<file path="src/core/isd_pkg.sv">
// Constants and types for the initial speed detect configuration bank
//
// Behaviour
// [RULE_01] Speed detection before driving runs only when bit 30 is one.
// [RULE_02] Braking within speed detection is allowed only when bit 29 is one.
// [RULE_03] Floating the outputs during detection is allowed only when bit 28 is one.
// [RULE_04] Reverse drive of a backward-spinning motor is allowed only when bit 27 is one.
// [RULE_05] Resynchronising to a forward-spinning motor is allowed only when bit 26 is one.
// [RULE_06] Bits 25-22 pick the resync minimum speed, 5% to 100% of maximum.
// [RULE_07] Bit 21 one brakes with all low-side switches; zero is reserved.
// [RULE_08] Bit 20 zero exits braking on time; one uses current and time.
// [RULE_09] Bits 19-17 pick braking current 0.0625 A to 2.5 A; code 7 reserved.
// [RULE_10] Bits 16-13 pick braking duration, 10 ms up to 15 s.
// [RULE_11] Software leaves unlisted offsets in the area untouched.
// [RULE_12] The detection word at offset 80h resets to all zeros.
// [RULE_13] Bits 8-6 pick the standstill back-EMF level, 50 to 1500 mV.
// [RULE_14] Bits 5-2 pick the reverse-to-open-loop handoff speed.
// [RULE_15] Bits 1-0 pick the reversal open-loop current limit, 0.9375 A to 3.125 A.
// [RULE_16] The top bit reads zero and ignores writes.
package sdc_pkg;

	// ----------------------------------------
	// Register offsets
	// ----------------------------------------
	localparam logic [11:0] SDC_OFS_DETECT = 12'h0080;
	localparam int SDC_NUM_OTHER = 13;
	localparam logic [SDC_NUM_OTHER-1:0][11:0] SDC_OFS_OTHER = {
		12'h009e, 12'h009c, 12'h009a, 12'h0098, 12'h0096, 12'h0094,
		12'h008e, 12'h008c, 12'h008a, 12'h0088, 12'h0086, 12'h0084, 12'h0082};
	localparam logic [31:0] SDC_DETECT_RESET = 32'h0000_0000;
	localparam logic [31:0] SDC_OTHER_RESET = 32'h0000_0000;
	localparam logic [31:0] SDC_DETECT_WMASK = 32'h7fff_ffff;

	// ----------------------------------------
	// Field positions of the detection word
	// ----------------------------------------
	localparam int SDC_B_DETECT = 30;
	localparam int SDC_B_BRAKE = 29;
	localparam int SDC_B_FLOAT = 28;
	localparam int SDC_B_REVERSE = 27;
	localparam int SDC_B_RESYNC = 26;
	localparam int SDC_F_RESYNC_HI = 25;
	localparam int SDC_F_RESYNC_LO = 22;
	localparam int SDC_B_STYLE = 21;
	localparam int SDC_B_EXIT = 20;
	localparam int SDC_F_CURR_HI = 19;
	localparam int SDC_F_CURR_LO = 17;
	localparam int SDC_F_DUR_HI = 16;
	localparam int SDC_F_DUR_LO = 13;
	localparam int SDC_F_FLOATT_HI = 12;
	localparam int SDC_F_FLOATT_LO = 9;
	localparam int SDC_F_BEMF_HI = 8;
	localparam int SDC_F_BEMF_LO = 6;
	localparam int SDC_F_HAND_HI = 5;
	localparam int SDC_F_HAND_LO = 2;
	localparam int SDC_F_REVI_HI = 1;
	localparam int SDC_F_REVI_LO = 0;

	// ----------------------------------------
	// Codes and tables
	// ----------------------------------------
	localparam logic SDC_STYLE_LOW_SIDE = 1'b1;
	localparam logic SDC_EXIT_TIME_ONLY = 1'b0;
	localparam logic [2:0] SDC_CURR_RESERVED = 3'h7;
	// Braking current levels in 1/16 A steps
	localparam logic [7:0][7:0] SDC_CURR_TABLE = {
		8'hff, 8'h28, 8'h14, 8'h0a, 8'h05, 8'h03, 8'h02, 8'h01};
	// Braking durations in ms, code 0 in the lowest slot
	localparam logic [15:0][13:0] SDC_DUR_MS_TABLE = {
		14'h3a98, 14'h2710, 14'h1d4c, 14'h1388, 14'h0fa0, 14'h0bb8, 14'h07d0, 14'h03e8,
		14'h02ee, 14'h01f4, 14'h0190, 14'h012c, 14'h00c8, 14'h0064, 14'h0032, 14'h000a};

	// ----------------------------------------
	// Timing
	// ----------------------------------------
	localparam int SDC_CLK_PERIOD_NS = 50;
	localparam int SDC_MS_NS = 1000000;
	localparam int SDC_MS_CYCLES = SDC_MS_NS / SDC_CLK_PERIOD_NS;

	typedef enum logic [1:0]
	{
		SDC_ST_IDLE = 2'b00,
		SDC_ST_BRAKE = 2'b01
	} sdc_brake_e;

endpackage

</file>
<file path="src/core/initial_speed_detect_cfg_bank.sv">
// Detection configuration bank with braking exit timer
`timescale 1ns/1ps
module sdc_config_bank
#(
	parameter int MS_CYCLES = sdc_pkg::SDC_MS_CYCLES
)
(
	// Clock and reset
	input wire logic ref_clk,
	input wire logic rst_n,
	// Register access
	input wire logic [11:0] reg_addr,
	input wire logic reg_wr,
	input wire logic [31:0] reg_wdata,
	input wire logic reg_rd,
	output logic [31:0] reg_rdata,
	output logic reg_rvalid,
	// Configuration fields
	output logic speed_detect_allow,
	output logic braking_allow,
	output logic detect_float_allow,
	output logic reverse_drive_allow,
	output logic forward_resync_allow,
	output logic [3:0] resync_speed_level,
	output logic braking_style,
	output logic braking_exit_rule,
	output logic [2:0] braking_current_level,
	output logic [3:0] braking_duration,
	output logic [3:0] float_duration,
	output logic [2:0] standstill_bemf_level,
	output logic [3:0] reverse_handoff_speed,
	output logic [1:0] reverse_openloop_current_limit,
	// Braking sequence
	input wire logic brake_start,
	input wire logic [7:0] brake_current,
	output logic low_side_all_on,
	output logic brake_done,
	output logic brake_refused
);

	// ----------------------------------------
	// State
	// ----------------------------------------
	typedef struct packed
	{
		logic [31:0] detect;
		logic [sdc_pkg::SDC_NUM_OTHER-1:0][31:0] other;
		logic [31:0] rdata;
		logic rvalid;
		sdc_pkg::sdc_brake_e st;
		logic [31:0] tick;
		logic [13:0] ms;
		logic [13:0] ms_limit;
		logic [7:0] curr_limit;
		logic use_curr;
		logic low_on;
		logic done;
		logic refused;
	} sdc_state_s;

	sdc_state_s s_reg;
	sdc_state_s s_next;

	// ----------------------------------------
	// Address decoding
	// ----------------------------------------
	// True when the offset selects the detection word
	function automatic logic sdc_is_detect(input logic [11:0] addr);
		return addr == sdc_pkg::SDC_OFS_DETECT;
	endfunction

	// Index of a listed non-detection offset; hit low when none matches
	function automatic logic [4:0] sdc_other_index(input logic [11:0] addr, output logic hit);
		logic [4:0] idx;
		idx = 5'h00;
		hit = 1'b0;
		for (int i = 0; i < sdc_pkg::SDC_NUM_OTHER; i++)
		begin
			if (addr == sdc_pkg::SDC_OFS_OTHER[i])
			begin
				idx = 5'(i);
				hit = 1'b1;
			end
		end
		return idx;
	endfunction

	// ----------------------------------------
	// Next state
	// ----------------------------------------
	always_comb
	begin
		logic hit;
		logic [4:0] idx;
		logic allowed;
		logic [13:0] dur_ms;
		logic [2:0] curr_code;
		hit = 1'b0;
		idx = 5'h00;
		allowed = 1'b0;
		dur_ms = 14'h0000;
		curr_code = 3'h0;
		s_next = s_reg;
		s_next.done = 1'b0;
		s_next.refused = 1'b0;
		s_next.rvalid = reg_rd;
		idx = sdc_other_index(reg_addr, hit);

		// Writes; unlisted offsets are left alone [RULE_11]
		if (reg_wr)
		begin
			if (sdc_is_detect(reg_addr))
			begin
				s_next.detect = reg_wdata & sdc_pkg::SDC_DETECT_WMASK; // [RULE_16]
			end
			else if (hit)
			begin
				s_next.other[idx] = reg_wdata;
			end
		end

		// Reads answer one cycle later; unlisted offsets read zero
		if (reg_rd)
		begin
			if (sdc_is_detect(reg_addr))
			begin
				s_next.rdata = s_reg.detect;
			end
			else if (hit)
			begin
				s_next.rdata = s_reg.other[idx];
			end
			else
			begin
				s_next.rdata = 32'h0000_0000;
			end
		end

		// Braking runs only inside enabled detection with a valid style [RULE_01] [RULE_02] [RULE_07]
		allowed = s_reg.detect[sdc_pkg::SDC_B_DETECT] & s_reg.detect[sdc_pkg::SDC_B_BRAKE]
			& (s_reg.detect[sdc_pkg::SDC_B_STYLE] == sdc_pkg::SDC_STYLE_LOW_SIDE);
		dur_ms = sdc_pkg::SDC_DUR_MS_TABLE[s_reg.detect[sdc_pkg::SDC_F_DUR_HI:sdc_pkg::SDC_F_DUR_LO]]; // [RULE_10]
		curr_code = s_reg.detect[sdc_pkg::SDC_F_CURR_HI:sdc_pkg::SDC_F_CURR_LO];

		unique case (s_reg.st)
			sdc_pkg::SDC_ST_IDLE:
			begin
				if (brake_start)
				begin
					if (allowed)
					begin
						s_next.st = sdc_pkg::SDC_ST_BRAKE;
						s_next.low_on = 1'b1; // [RULE_07]
						s_next.tick = 32'h0000_0000;
						s_next.ms = 14'h0000;
						s_next.ms_limit = dur_ms; // [RULE_10]
						s_next.curr_limit = sdc_pkg::SDC_CURR_TABLE[curr_code]; // [RULE_09]
						// Reserved current code falls back to time-only exit [RULE_09]
						s_next.use_curr = (s_reg.detect[sdc_pkg::SDC_B_EXIT] != sdc_pkg::SDC_EXIT_TIME_ONLY)
							&& (curr_code != sdc_pkg::SDC_CURR_RESERVED); // [RULE_08]
					end
					else
					begin
						s_next.refused = 1'b1; // [RULE_02]
					end
				end
			end
			sdc_pkg::SDC_ST_BRAKE:
			begin
				if (s_reg.tick == 32'(MS_CYCLES - 1))
				begin
					s_next.tick = 32'h0000_0000;
					s_next.ms = s_reg.ms + 14'h0001;
				end
				else
				begin
					s_next.tick = s_reg.tick + 32'h0000_0001;
				end
				// Time always ends braking; current may end it earlier [RULE_08]
				if ((s_reg.ms >= s_reg.ms_limit) || (s_reg.use_curr && (brake_current < s_reg.curr_limit)))
				begin
					s_next.st = sdc_pkg::SDC_ST_IDLE;
					s_next.low_on = 1'b0;
					s_next.done = 1'b1;
				end
			end
			default:
			begin
				s_next.st = sdc_pkg::SDC_ST_IDLE;
				s_next.low_on = 1'b0;
			end
		endcase
	end

	// ----------------------------------------
	// Registers
	// ----------------------------------------
	always_ff @(posedge ref_clk or negedge rst_n)
	begin
		if (!rst_n)
		begin
			s_reg <= '0;
			s_reg.detect <= sdc_pkg::SDC_DETECT_RESET; // [RULE_12]
			s_reg.other <= {sdc_pkg::SDC_NUM_OTHER{sdc_pkg::SDC_OTHER_RESET}};
			s_reg.st <= sdc_pkg::SDC_ST_IDLE;
		end
		else
		begin
			s_reg <= s_next;
		end
	end

	// ----------------------------------------
	// Outputs
	// ----------------------------------------
	assign reg_rdata = s_reg.rdata;
	assign reg_rvalid = s_reg.rvalid;
	assign speed_detect_allow = s_reg.detect[sdc_pkg::SDC_B_DETECT]; // [RULE_01]
	assign braking_allow = s_reg.detect[sdc_pkg::SDC_B_BRAKE]; // [RULE_02]
	assign detect_float_allow = s_reg.detect[sdc_pkg::SDC_B_FLOAT]; // [RULE_03]
	assign reverse_drive_allow = s_reg.detect[sdc_pkg::SDC_B_REVERSE]; // [RULE_04]
	assign forward_resync_allow = s_reg.detect[sdc_pkg::SDC_B_RESYNC]; // [RULE_05]
	assign resync_speed_level = s_reg.detect[sdc_pkg::SDC_F_RESYNC_HI:sdc_pkg::SDC_F_RESYNC_LO]; // [RULE_06]
	assign braking_style = s_reg.detect[sdc_pkg::SDC_B_STYLE]; // [RULE_07]
	assign braking_exit_rule = s_reg.detect[sdc_pkg::SDC_B_EXIT]; // [RULE_08]
	assign braking_current_level = s_reg.detect[sdc_pkg::SDC_F_CURR_HI:sdc_pkg::SDC_F_CURR_LO]; // [RULE_09]
	assign braking_duration = s_reg.detect[sdc_pkg::SDC_F_DUR_HI:sdc_pkg::SDC_F_DUR_LO]; // [RULE_10]
	assign float_duration = s_reg.detect[sdc_pkg::SDC_F_FLOATT_HI:sdc_pkg::SDC_F_FLOATT_LO];
	assign standstill_bemf_level = s_reg.detect[sdc_pkg::SDC_F_BEMF_HI:sdc_pkg::SDC_F_BEMF_LO]; // [RULE_13]
	assign reverse_handoff_speed = s_reg.detect[sdc_pkg::SDC_F_HAND_HI:sdc_pkg::SDC_F_HAND_LO]; // [RULE_14]
	assign reverse_openloop_current_limit = s_reg.detect[sdc_pkg::SDC_F_REVI_HI:sdc_pkg::SDC_F_REVI_LO]; // [RULE_15]
	assign low_side_all_on = s_reg.low_on;
	assign brake_done = s_reg.done;
	assign brake_refused = s_reg.refused;

endmodule

</file>
<file path="config.mk">
export PLATFORM = sky130hd
export DESIGN_NAME = sdc_config_bank
export DESIGN_NICKNAME = d
export VERILOG_FILES = /design/src/core/isd_pkg.sv /design/src/core/initial_speed_detect_cfg_bank.sv
export SDC_FILE = /design/constraint.sdc
export NUM_CORES = 1
export LEC_CHECK = 0
export BUFFER_PORTS_ARGS = -buffer_cell sky130_fd_sc_hd__buf_4
export CORE_ASPECT_RATIO = 1.75
export CORE_MARGIN = 2
export CORE_UTILIZATION = 59
export CTS_CLUSTER_DIAMETER = 120
export DETAILED_ROUTE_END_ITERATION = 7
export PLACE_DENSITY = 0.86
export SETUP_SLACK_MARGIN = 0.2
export SLEW_MARGIN = 30
export SYNTH_ARGS = -nofsm -noshare
export SYNTH_HDL_FRONTEND = slang
export SYNTH_SLANG_ARGS = --single-unit
</file>
<file path="constraint.sdc">
create_clock -name ref_clk -period 4.54 [get_ports ref_clk]
set_clock_uncertainty 0.05 [all_clocks]
set_input_delay 0.227 -clock ref_clk [delete_from_list [all_inputs] [get_ports ref_clk]]
set_output_delay 0.227 -clock ref_clk [all_outputs]
set_load 0.1 [all_outputs]
</file>
# [Yosys cells after proc, flatten, opt, wreduce, memory -nomap -nowiden]
# Memory sizes are Yosys's and may differ from the RTL's.
# Cells that the tools add are included.
[totals] out_inout_bits=67 romBits=288 n_memories=2 ff_bits=554 inputBits=57 elab_cells=118
[classes] mux=47 add_sub_neg=2 n_reduce_logical=12 magnitude_cmp=6 bitwise_logic=3 eq_ne=21
[mem_list] name="(name not given)" words=16 word_bits=14 read_ports=1 rd_clocked_by_memory_dff=0 write_ports=0 line="initial_speed_detect_cfg_bank.sv:142" text="dur_ms = sdc_pkg::SDC_DUR_MS_TABLE[s_reg.detect[sdc_pkg::SDC_F_DUR_HI:sdc_pkg::SDC_F_DUR_LO]];"
[mem_list] name="(name not given)" words=8 word_bits=8 read_ports=1 rd_clocked_by_memory_dff=0 write_ports=0 line="initial_speed_detect_cfg_bank.sv:157" text="s_next.curr_limit = sdc_pkg::SDC_CURR_TABLE[curr_code];"
[ops] op="$bwmux 416" count=1
[ops] op="$eq 12x8->1 const B" count=14
[ops] op="$mux 32" count=5
[ops] op="$mux 72" count=2
[ops] op="$bmux 32 s4" count=1
[ops] op="$demux 32 s4" count=1
[ops] op="$pmux 46 s2" count=1
[ops] op="$mux 5" count=10
[ops] op="$add 32x1->32 const B" count=1
[ops] op="$eq 32x15->1 const B" count=1
[ops] op="$mux 14" count=2
[ops] op="$mux 1" count=18
[ops] op="$add 14x1->14 const B" count=1
[ops] op="$ge 14x14->1" count=1
[ops] op="$reduce_and 3->1" count=4
[ops] op="$lt 8x8->1" count=1
[ops] op="$mux 8" count=1
[ops] op="$ne 2x2->1 const B" count=4
[ops] op="$mux 2" count=3
[ops] op="$ge 5x1->1 const B" count=1
[ops] op="$lt 4x5->1 const B" count=1
[ops] op="$lt 5x5->1 const B" count=1
[ops] op="$lt 3x4->1 const B" count=1
[ops] op="$pmux 2 s2" count=1
[ops] op="11 further kinds" count=14

# [Logic depth before layout (Yosys ltp)]
# Gate-level depths: netlist (run 1).
[depth] word_depth=18 depth_mapped=11 mapped_depth_nobuf=8

# [Worst setup path after synthesis (run 1)]
# Ideal clock, no wire load.
[synth_path] path_type="in2reg" startpoint="input reg_addr[0]" endpoint="register s_reg (netlist bit reg_rdata[31])" arrival_time_ps=2256 required_time_ps=4355 n_path_buf=1 setup_time_ps=135 setup_slack_ps=2099 stages=7 cell_sequence="or4b_1 -> or2_1 -> buf_2 -> nor2_2 -> mux2_2 -> a221oi_1 -> o22ai_1"
[synth_via] elab_chain_cells=17 elab_cells_between_ends=43
[synth_lines] item="start, declared" line="initial_speed_detect_cfg_bank.sv:12" text="input wire logic [11:0] reg_addr,"
[synth_lines] item="$eq 12x8->1" line="initial_speed_detect_cfg_bank.sv:79" text="if (addr == sdc_pkg::SDC_OFS_OTHER[i])"
[synth_lines] item="$mux 1" line="initial_speed_detect_cfg_bank.sv:79"
[synth_lines] item="$mux 2" line="initial_speed_detect_cfg_bank.sv:79"
[synth_lines] item="$mux 5 (10 in a row)" line="initial_speed_detect_cfg_bank.sv:79"
[synth_lines] item="$bmux 32 s4" line="initial_speed_detect_cfg_bank.sv:131" text="s_next.rdata = s_reg.other[idx];"
[synth_lines] item="$mux 32 (implied by the code)" line="initial_speed_detect_cfg_bank.sv:131"
[synth_lines] item="$mux 32" line="initial_speed_detect_cfg_bank.sv:129" text="else if (hit)"
[synth_lines] item="$mux 32 (*)" line="initial_speed_detect_cfg_bank.sv:125" text="if (sdc_is_detect(reg_addr))"
[synth_lines] item="end signal, assigned" line="initial_speed_detect_cfg_bank.sv:209" text="s_reg <= s_next;"
[synth_lines] item="end, declared" line="initial_speed_detect_cfg_bank.sv:61" text="sdc_state_s s_reg;"
# Every way passes the cells marked *; elsewhere a longest branch is shown, timed or not. The select of a mux whose other input is x is not followed.
# A chain may end at the register's enable or synchronous reset.

# [Final worst setup path (run 1)]
[layout_path] startpoint="input reg_addr[0]" endpoint="register s_reg[157] in the netlist's numbering"
[layout_via] elab_chain_cells=18 elab_cells_between_ends=47
[layout_lines] item="$eq 12x8->1" line="initial_speed_detect_cfg_bank.sv:79"
[layout_lines] item="$mux 1" line="initial_speed_detect_cfg_bank.sv:79"
[layout_lines] item="$mux 2" line="initial_speed_detect_cfg_bank.sv:79"
[layout_lines] item="$mux 5 (10 in a row)" line="initial_speed_detect_cfg_bank.sv:79"
[layout_lines] item="$ge 5x1->1 (implied by the code) or $lt 5x5->1 (tied branches)" line="initial_speed_detect_cfg_bank.sv:118" text="s_next.other[idx] = reg_wdata;"
[layout_lines] item="$logic_and 1x1->1 (implied by the code)" line="initial_speed_detect_cfg_bank.sv:118"
[layout_lines] item="$mux 32 (implied by the code)" line="initial_speed_detect_cfg_bank.sv:118"
[layout_lines] item="$demux 32 s4" line="initial_speed_detect_cfg_bank.sv:118"
[layout_lines] item="$bwmux 416" line="initial_speed_detect_cfg_bank.sv:118"
# Several ways; a longest one is shown, not always the timed one.

==> run_results.csv, run 1 <==
group,metric,value,unit
outcome,status,"completed",
setup_path,cp_slowest_cell,"or4b_1",
floorplan,io_pins,124,
placement,place_inst,2851,
route,num_vias,20182,
route,wl_per_cell,26.5,um
route,drc,0,
pwr,p_int,7.42,mW
setup_path,reg2reg_from,"s_reg[57]",
yosys,synthTopCellsByArea,"dfrtp_1, mux2_2, nand2_1, mux2_1, o21ai_0",
yosys,async_flop_share,100,%
yosys,synth.distinct_cells,75,
floorplan,die_y,285,um
route,firstDrtPassIters,8,
setup_path,r2r-end,"s_reg[33]",
setup_path,start_kind,"primary input",
timing,max_slew.worst_pin.slew,1.02,ns
yosys,synthTopCellsByCount,"dfrtp_1, mux2_2, nand2_1, o21ai_0, clkbuf_1",
route,first_iter_violations,2220,
setup_path,rr_worst_depth,6,
setup_path,cp.required,4.96,ns
route,drt-met1-wl,26900,um
timing,final-hold-violation-count,0,
pwr,power.switching,2.24,mW
floorplan,fp.dieArea,0.0470,mm2
yosys,synth_nets,2414,
clock_network,cts.htree.levels,2,
timing,final_max_slew_viol_count,0,
hold_path,hold_path.class,"in2reg",
clock_network,numCtsBuffers,48,
global_route,grt_max_degree,131,
setup_path,ff2ff_setup_slack,1.51,ns
timing,max_clock_freq,322,MHz
placement,gp_congestion,0.938,
yosys,syn_area,0.0267,mm2
pwr,peakVddDrop,0.319,mV
finish,fillerInstances,3141,
hold_path,whs_path_depth,1,
finish,drive_above_1_share,29.3,%
floorplan,rows,103,
yosys,synth.most_common_cell,"dfrtp_1",
route,wl_met3,6340,um
floorplan,core_area,0.0448,mm2
route,finalWirelength,79000,um
pwr,power.share.combinational,4.9,%
clock_network,post_cts_buffers,0,
finish,largest_reg_flops,484,
global_route,grt_pass1_vias,21224,
yosys,synth_edf_count,0,
route,detail-route-antenna-nets,0,
route,via_per_inst,6.78,
finish,fin_area,0.0297,mm2
placement,io_buffers,123,
setup_path,path_class,"in2reg",
finish,syn2layout_area_growth,11.4,%
clock_network,tritoncts,"done",
timing,min_period,3.10,ns
pwr,pwr-share-clk,43.9,%
finish,final_cells,2976,
timing,max_slew_margin,31.6,%
floorplan,initial_core_util,59.4,%
job,drv_cap,0,
pwr,p_leak,14.3,nW
yosys,synth_top_cell_by_area,"dfrtp_1",
clock_network,insertion_delay,0.60,ns
setup_path,max_stage_delay,0.63,ns
timing,setup_tns,0,ns
clock_network,clockRootBuffer,"clkbuf_16",
finish,final-seq-area,0.0138,mm2
yosys,synth_top_area_share,51.7,%
route,highest_layer,"met5",
setup_path,cp.depth,8,
pwr,switching_share,23.2,%
setup_path,cpMostUsedCell,"buf_4",
setup_path,cp-end-kind,"flop",
clock_network,clk_path_buf_depth,3,
floorplan,die_w,165,um
global_route,grt-ovfl-total,0,
setup_path,critPathMaxFanout,18,
hold_path,min_to,"reg_rvalid",
yosys,ys_seq_elements,551,
pwr,p_seq_share,51.1,%
global_route,grt_pass1_wl,120000,um
yosys,ys_warn_count,0,
global_route,grt_usage,33.7,%
setup_path,worstPathCellList,"buf_4 > or4b_1 > nor2_4 > nand2_1 > nor4_4 > nand3_2 > buf_4 > mux2_1",
timing,rsz0062_at_grt,"false",
hold_path,min_from,"reg_rd",
setup_path,worstPathArrival,3.52,ns
placement,place.detailed.hpwl,51000,um
finish,multi_input_area,0.0117,mm2
clock_network,clkTransAtPathRegs,0.07,ns
timing,finalCritPeriodShare,68.3,%
yosys,avgSynthCellArea,11.5,um2
setup_path,worst-path-buf-inv,2,
placement,dpl_cell_area,0.0277,mm2
yosys,seq_area_frac_synth,51.7,%
setup_path,critPathTopFamily,"simple AND/OR/NAND/NOR gates",
pwr,pwr_density_cell,325,mW/mm2
timing,setup_viol,0,
yosys,synth_cells,2327,
finish,fin_nets,2445,
clock_network,clock-sinks,551,
route,wl_met2,38500,um
yosys,ys.flop_type,"dfrtp_1",
global_route,antenna_found_initial,13,
==> how the worst max path moves through the flow <==
stage / from / endpoint / slack, ns
final: reg_addr[0] / s_reg[157] / 1.44
after global routing: s_reg[57] / s_reg[35] / 1.29
after CTS: reg_addr[0] / s_reg[157] / 1.57
after detailed placement: reg_addr[0] / s_reg[157] / 0.95
after global placement: reg_addr[0] / s_reg[157] / 1.12
after floorplan: reg_addr[0] / reg_rdata[31] / 2.10
==> area by class of cell <==
cell class | instances | share of cell area [%]
Clock inverter | 14 | 0.560
Tap cell | 577 | 2.43
Clock buffer | 70 | 4.83
Sequential cell | 551 | 46.4
Inverter | 32 | 0.405
Timing Repair Buffer | 209 | 5.79
Multi-Input combinational cell | 1516 | 39.5
Antenna cell | 7 | 0.0590
==> power by group through the flow <==
stage	clock, mW	sequential, mW	combinational [mW]
2_1_floorplan	0	5.04	0.186
3_3_place_gp	0	5.03	0.423
3_5_place_dp	0	5.03	0.438
4_1_cts	4.25	4.94	0.470
5_1_grt	4.45	4.94	0.511
6_report	4.24	4.94	0.478
==> worst register-to-register path, stage by stage, from the launching register on <==
cell and delay (ns):
dfrtp_1 0.45, nor4_1 0.55, nand3_1 0.32, or4_1 0.85, nor4_1 0.45, xnor2_1 0.16, nor2_1 0.06
==> cell families (layout without fill, tap and decap cells) <==
family,count (synthesis),count (layout),synth area share [%]
AOI/OAI and AO/OA,429,429,10.9
other,0,7,0
buffers and inverters,260,325,4.77
adders and majority gates,30,30,1.41
and+or+nand+nor,552,552,10.2
muxes,486,486,20.4
xor gates and xnor gates,19,19,0.624
DFF,551,551,51.7
==> cells in the final DEF, fill, tap and decap left out, types with 32 or more instances in the layout <==
master / instances
buf_4: 169
nor2_1: 71
o31ai_1: 32
nand2_1: 202
mux2_2: 402
clkbuf_16: 49
mux2_1: 47
dlygate4sd3_1: 34
o21ai_0: 94
nor2b_1: 40
nand3_1: 85
dfrtp_1: 551
mux2i_1: 35
a21oi_1: 83
a221oi_1: 33
==> per-stage QoR <==
| stage | setup slack, ns | hold slack [ns] | total power [mW] | util, % |
|---|---|---|---|---|
| after global placement | 1.12 | 0.259 | 5.45 | 61.8 |
| after floorplan | 2.10 | -0.119 | 5.22 | - |
| after detailed placement | 0.951 | 0.268 | 5.47 | 61.8 |
| final | 1.44 | 0.0429 | 9.66 | 66.2 |
| after global routing | 1.29 | 0.0290 | 9.90 | 66.2 |
| after CTS | 1.57 | 0.0191 | 9.66 | 66.1 |
==> layer usage <==
metal / vias to the layer above / GRT usage, %
met5: - / 0
met4: 4 / 27.3
met3: 416 / 7.07
met2: 1159 / 55.4
met1: 10181 / 37.4
li1: 8422 / -
==> timing repair <==
item,CTS,global route
gates resized for setup,0,0
endpoints found under the hold margin,511,0
hold buffers,34,0
Note: power is estimated with default switching activity, not from simulation.
==> run 2, diff against run 1 <==
--- a/config.mk
+++ b/config.mk
@@ -5,13 +5,14 @@
 export SDC_FILE = /design/constraint.sdc
 export NUM_CORES = 1
 export LEC_CHECK = 0
+export ABC_AREA = 1
 export BUFFER_PORTS_ARGS = -buffer_cell sky130_fd_sc_hd__buf_4
 export CORE_ASPECT_RATIO = 1.75
 export CORE_MARGIN = 2
-export CORE_UTILIZATION = 59
+export CORE_UTILIZATION = 56
 export CTS_CLUSTER_DIAMETER = 120
 export DETAILED_ROUTE_END_ITERATION = 7
-export PLACE_DENSITY = 0.86
+export PLACE_DENSITY = 0.85
 export SETUP_SLACK_MARGIN = 0.2
 export SLEW_MARGIN = 30
 export SYNTH_ARGS = -nofsm -noshare
==> constraint.sdc (replaced) <==
create_clock -name ref_clk -period 2.7 [get_ports ref_clk]
set_clock_uncertainty 0.05 [all_clocks]
set_input_delay 0.135 -clock ref_clk [delete_from_list [all_inputs] [get_ports ref_clk]]
set_output_delay 0.135 -clock ref_clk [all_outputs]
set_load 0.1 [all_outputs]
==> run_results.csv, run 2 <==
group,metric,value,unit
job,drv_cap,0,
setup_path,critPathMaxFanout,10,
pwr,pwr_density_cell,537,mW/mm2
setup_path,worstPathCellList,"ha_2 > nand2_4 > nor2_1 > nand4_1 > nor4_1 > nand3_1 > nand2_1 > clkinv_1 > o21ai_0 > o22ai_1",
yosys,synth.distinct_cells,50,
global_route,grt_usage,30.9,%
route,via_per_inst,5.70,
timing,max_clock_freq,393,MHz
setup_path,worstPathArrival,2.94,ns
finish,drive_above_1_share,9.81,%
yosys,seq_area_frac_synth,48.8,%
clock_network,clockRootBuffer,"clkbuf_16",
placement,gp_congestion,0.965,
timing,max_slew_margin,35.1,%
global_route,grt_pass1_vias,25384,
finish,final_cell_mix,"nand2_1, dfrtp_1, inv_1",
route,first_iter_violations,2837,
global_route,grt_max_degree,91,
clock_network,insertion_delay,0.59,ns
clock_network,cts.htree.levels,2,
setup_path,critPathTopFamily,"simple AND/OR/NAND/NOR gates",
route,detail-route-antenna-nets,0,
yosys,synthTopCellsByArea,"dfrtp_1, nand2_1, o21ai_0, inv_1, nor2_1",
timing,final_max_slew_viol_count,0,
finish,final_common_cell,"nand2_1",
setup_path,cp.required,3.09,ns
timing,min_period,2.55,ns
yosys,synth_edf_count,0,
clock_network,clk_path_buf_depth,3,
route,finalWirelength,80700,um
setup_path,worst-path-buf-inv,1,
floorplan,rows,109,
yosys,synth.most_common_cell,"nand2_1",
route,firstDrtPassIters,6,
yosys,synth_nets,3863,
placement,place.detailed.hpwl,53000,um
route,wl_per_cell,18.0,um
timing,final-hold-violation-count,0,
yosys,ys_warn_count,0,
yosys,synth_top_area_share,48.8,%
yosys,avgSynthCellArea,7.49,um2
route,num_vias,25573,
pwr,peakVddDrop,0.376,mV
global_route,grt_use_met1,36.6,%
timing,setup_viol,0,
finish,fin_nets,3875,
placement,io_buffers,123,
yosys,synthTopCellsByCount,"nand2_1, dfrtp_1, inv_1, o21ai_0, nor2_1",
yosys,ys_seq_elements,551,
hold_path,hold_path.class,"in2reg",
setup_path,max_stage_delay,0.40,ns
clock_network,clock-sinks,551,
global_route,met3_usage,4.29,%
global_route,grt_busiest_layer,"met2",
timing,finalCritPeriodShare,94.3,%
global_route,grt-ovfl-total,0,
finish,final_util,63.4,%
setup_path,start_kind,"flop",
clock_network,clkTransAtPathRegs,0.07,ns
timing,rsz0062_at_grt,"false",
yosys,synth_top_cell_by_area,"dfrtp_1",
yosys,async_flop_share,100,%
route,drc,0,
finish,syn2layout_area_growth,12.5,%
floorplan,io_pins,124,
timing,setup_tns,0,ns
yosys,ys.flop_type,"dfrtp_1",
finish,largest_reg_flops,484,
setup_path,cp-end-kind,"flop",
floorplan,die_w,174,um
yosys,synth_cells,3776,
global_route,met2_usage,53.5,%
timing,max_slew.worst_pin.slew,0.972,ns
pwr,p_leak,15.6,nW
finish,diodes,0,
setup_path,path_class,"reg2reg",
floorplan,core_area,0.0502,mm2
floorplan,fp.dieArea,0.0524,mm2
clock_network,numCtsBuffers,50,
setup_path,cp_slowest_cell,"dfrtp_1",
clock_network,tritoncts,"done",
global_route,grt_pass1_wl,130000,um
outcome,status,"completed",
yosys,syn_area,0.0283,mm2
floorplan,initial_core_util,56.3,%
floorplan,die_y,301,um
global_route,antenna_found_initial,0,
-- run 2: cell count changes after synthesis, sizes merged, moves of 47 or more --
cell,previous run,this run
clkbuf,93,152
inv,31,517
mux2,450,0
nand2,202,1090
nand3b,3,50
nand4,12,67
nor2,79,306
o21ai,98,544
-- run 2: repair_timing --
item	CTS	global route
pin swaps	1	4
endpoints found under the setup margin	5	12
hold buffers	3	0
setup buffers	1	4
endpoints found under the hold margin	480	0
gates resized for setup	0	11
-- run 2: path summary, 6_finish.rpt --
path	slack, ns	start	to	cells after the start
worst max-delay path	0.15	s_reg[40]	s_reg[67]	10
worst min-delay path	0.01	reg_wdata[25]	s_reg[484]	3
worst max register to register	0.15	s_reg[40]	s_reg[67]	10
worst min register to register	0.42	s_reg[283]	s_reg[283]	2
max in group asynchronous	1.65	rst_n	speed_detect_allow	3
min in group asynchronous	0.04	rst_n	s_reg[367]	2
-- run 2: metal layers --
layer,vias to the layer above,share of wire [%]
li1,11832,-
met1,12099,37
met2,1310,50
met3,332,7.7
met4,0,5.7
met5,-,0
-- run 2: stage by stage --
stage          setup WS [ns]  cells  total power, mW  hold slack, ns  cell area (um2)
2_1_floorplan          0.382   3776             9.06          -0.211            28300
3_3_place_gp          0.0790   4394             9.46          0.0644            29900
3_5_place_dp          0.0649   4394             9.47          0.0578            29900
4_1_cts                0.202   4485             17.1         0.00178            31700
5_1_grt               0.0210   4489             17.5          0.0385            31800
6_report               0.155   4489             17.1         0.00959            31800
-- run 2: logic make-up (layout without fill, tap and decap cells) --
group / count (synthesis) / count (layout) / synth area share (%)
AOI/OAI and AO/OA: 706 / 706 / 13.2
xor gates and xnor gates: 9 / 9 / 0.279
adders and majority gates: 30 / 30 / 1.33
buffers and inverters: 796 / 843 / 11.6
DFF: 551 / 551 / 48.8
and+or+nand+nor: 1684 / 1684 / 24.8
-- run 2: layout make-up --
| cell class | instances | area (um2) |
|---|---|---|
| fill | 4106 | 18400 |
| sequential | 551 | 13800 |
| multi-input combinational | 2429 | 11300 |
| timing repair buffer | 237 | 2220 |
| inverter | 519 | 1950 |
| clock buffer | 65 | 1410 |
| tap | 666 | 833 |
| clock inverter | 22 | 357 |
-- run 2: where the power goes --
group / leakage, nW / switching (mW) / internal [mW]
logic: 7.35 / 0.760 / 0.208
clock network: 0.870 / 3.21 / 4.54
registers: 7.36 / 0.0438 / 8.31
total: 15.6 / 4.01 / 13.1
-- run 2: worst min-delay path: stages --
cell and delay [ns]:
buf_4 0.08, inv_1 0.20, o21ai_1 0.19
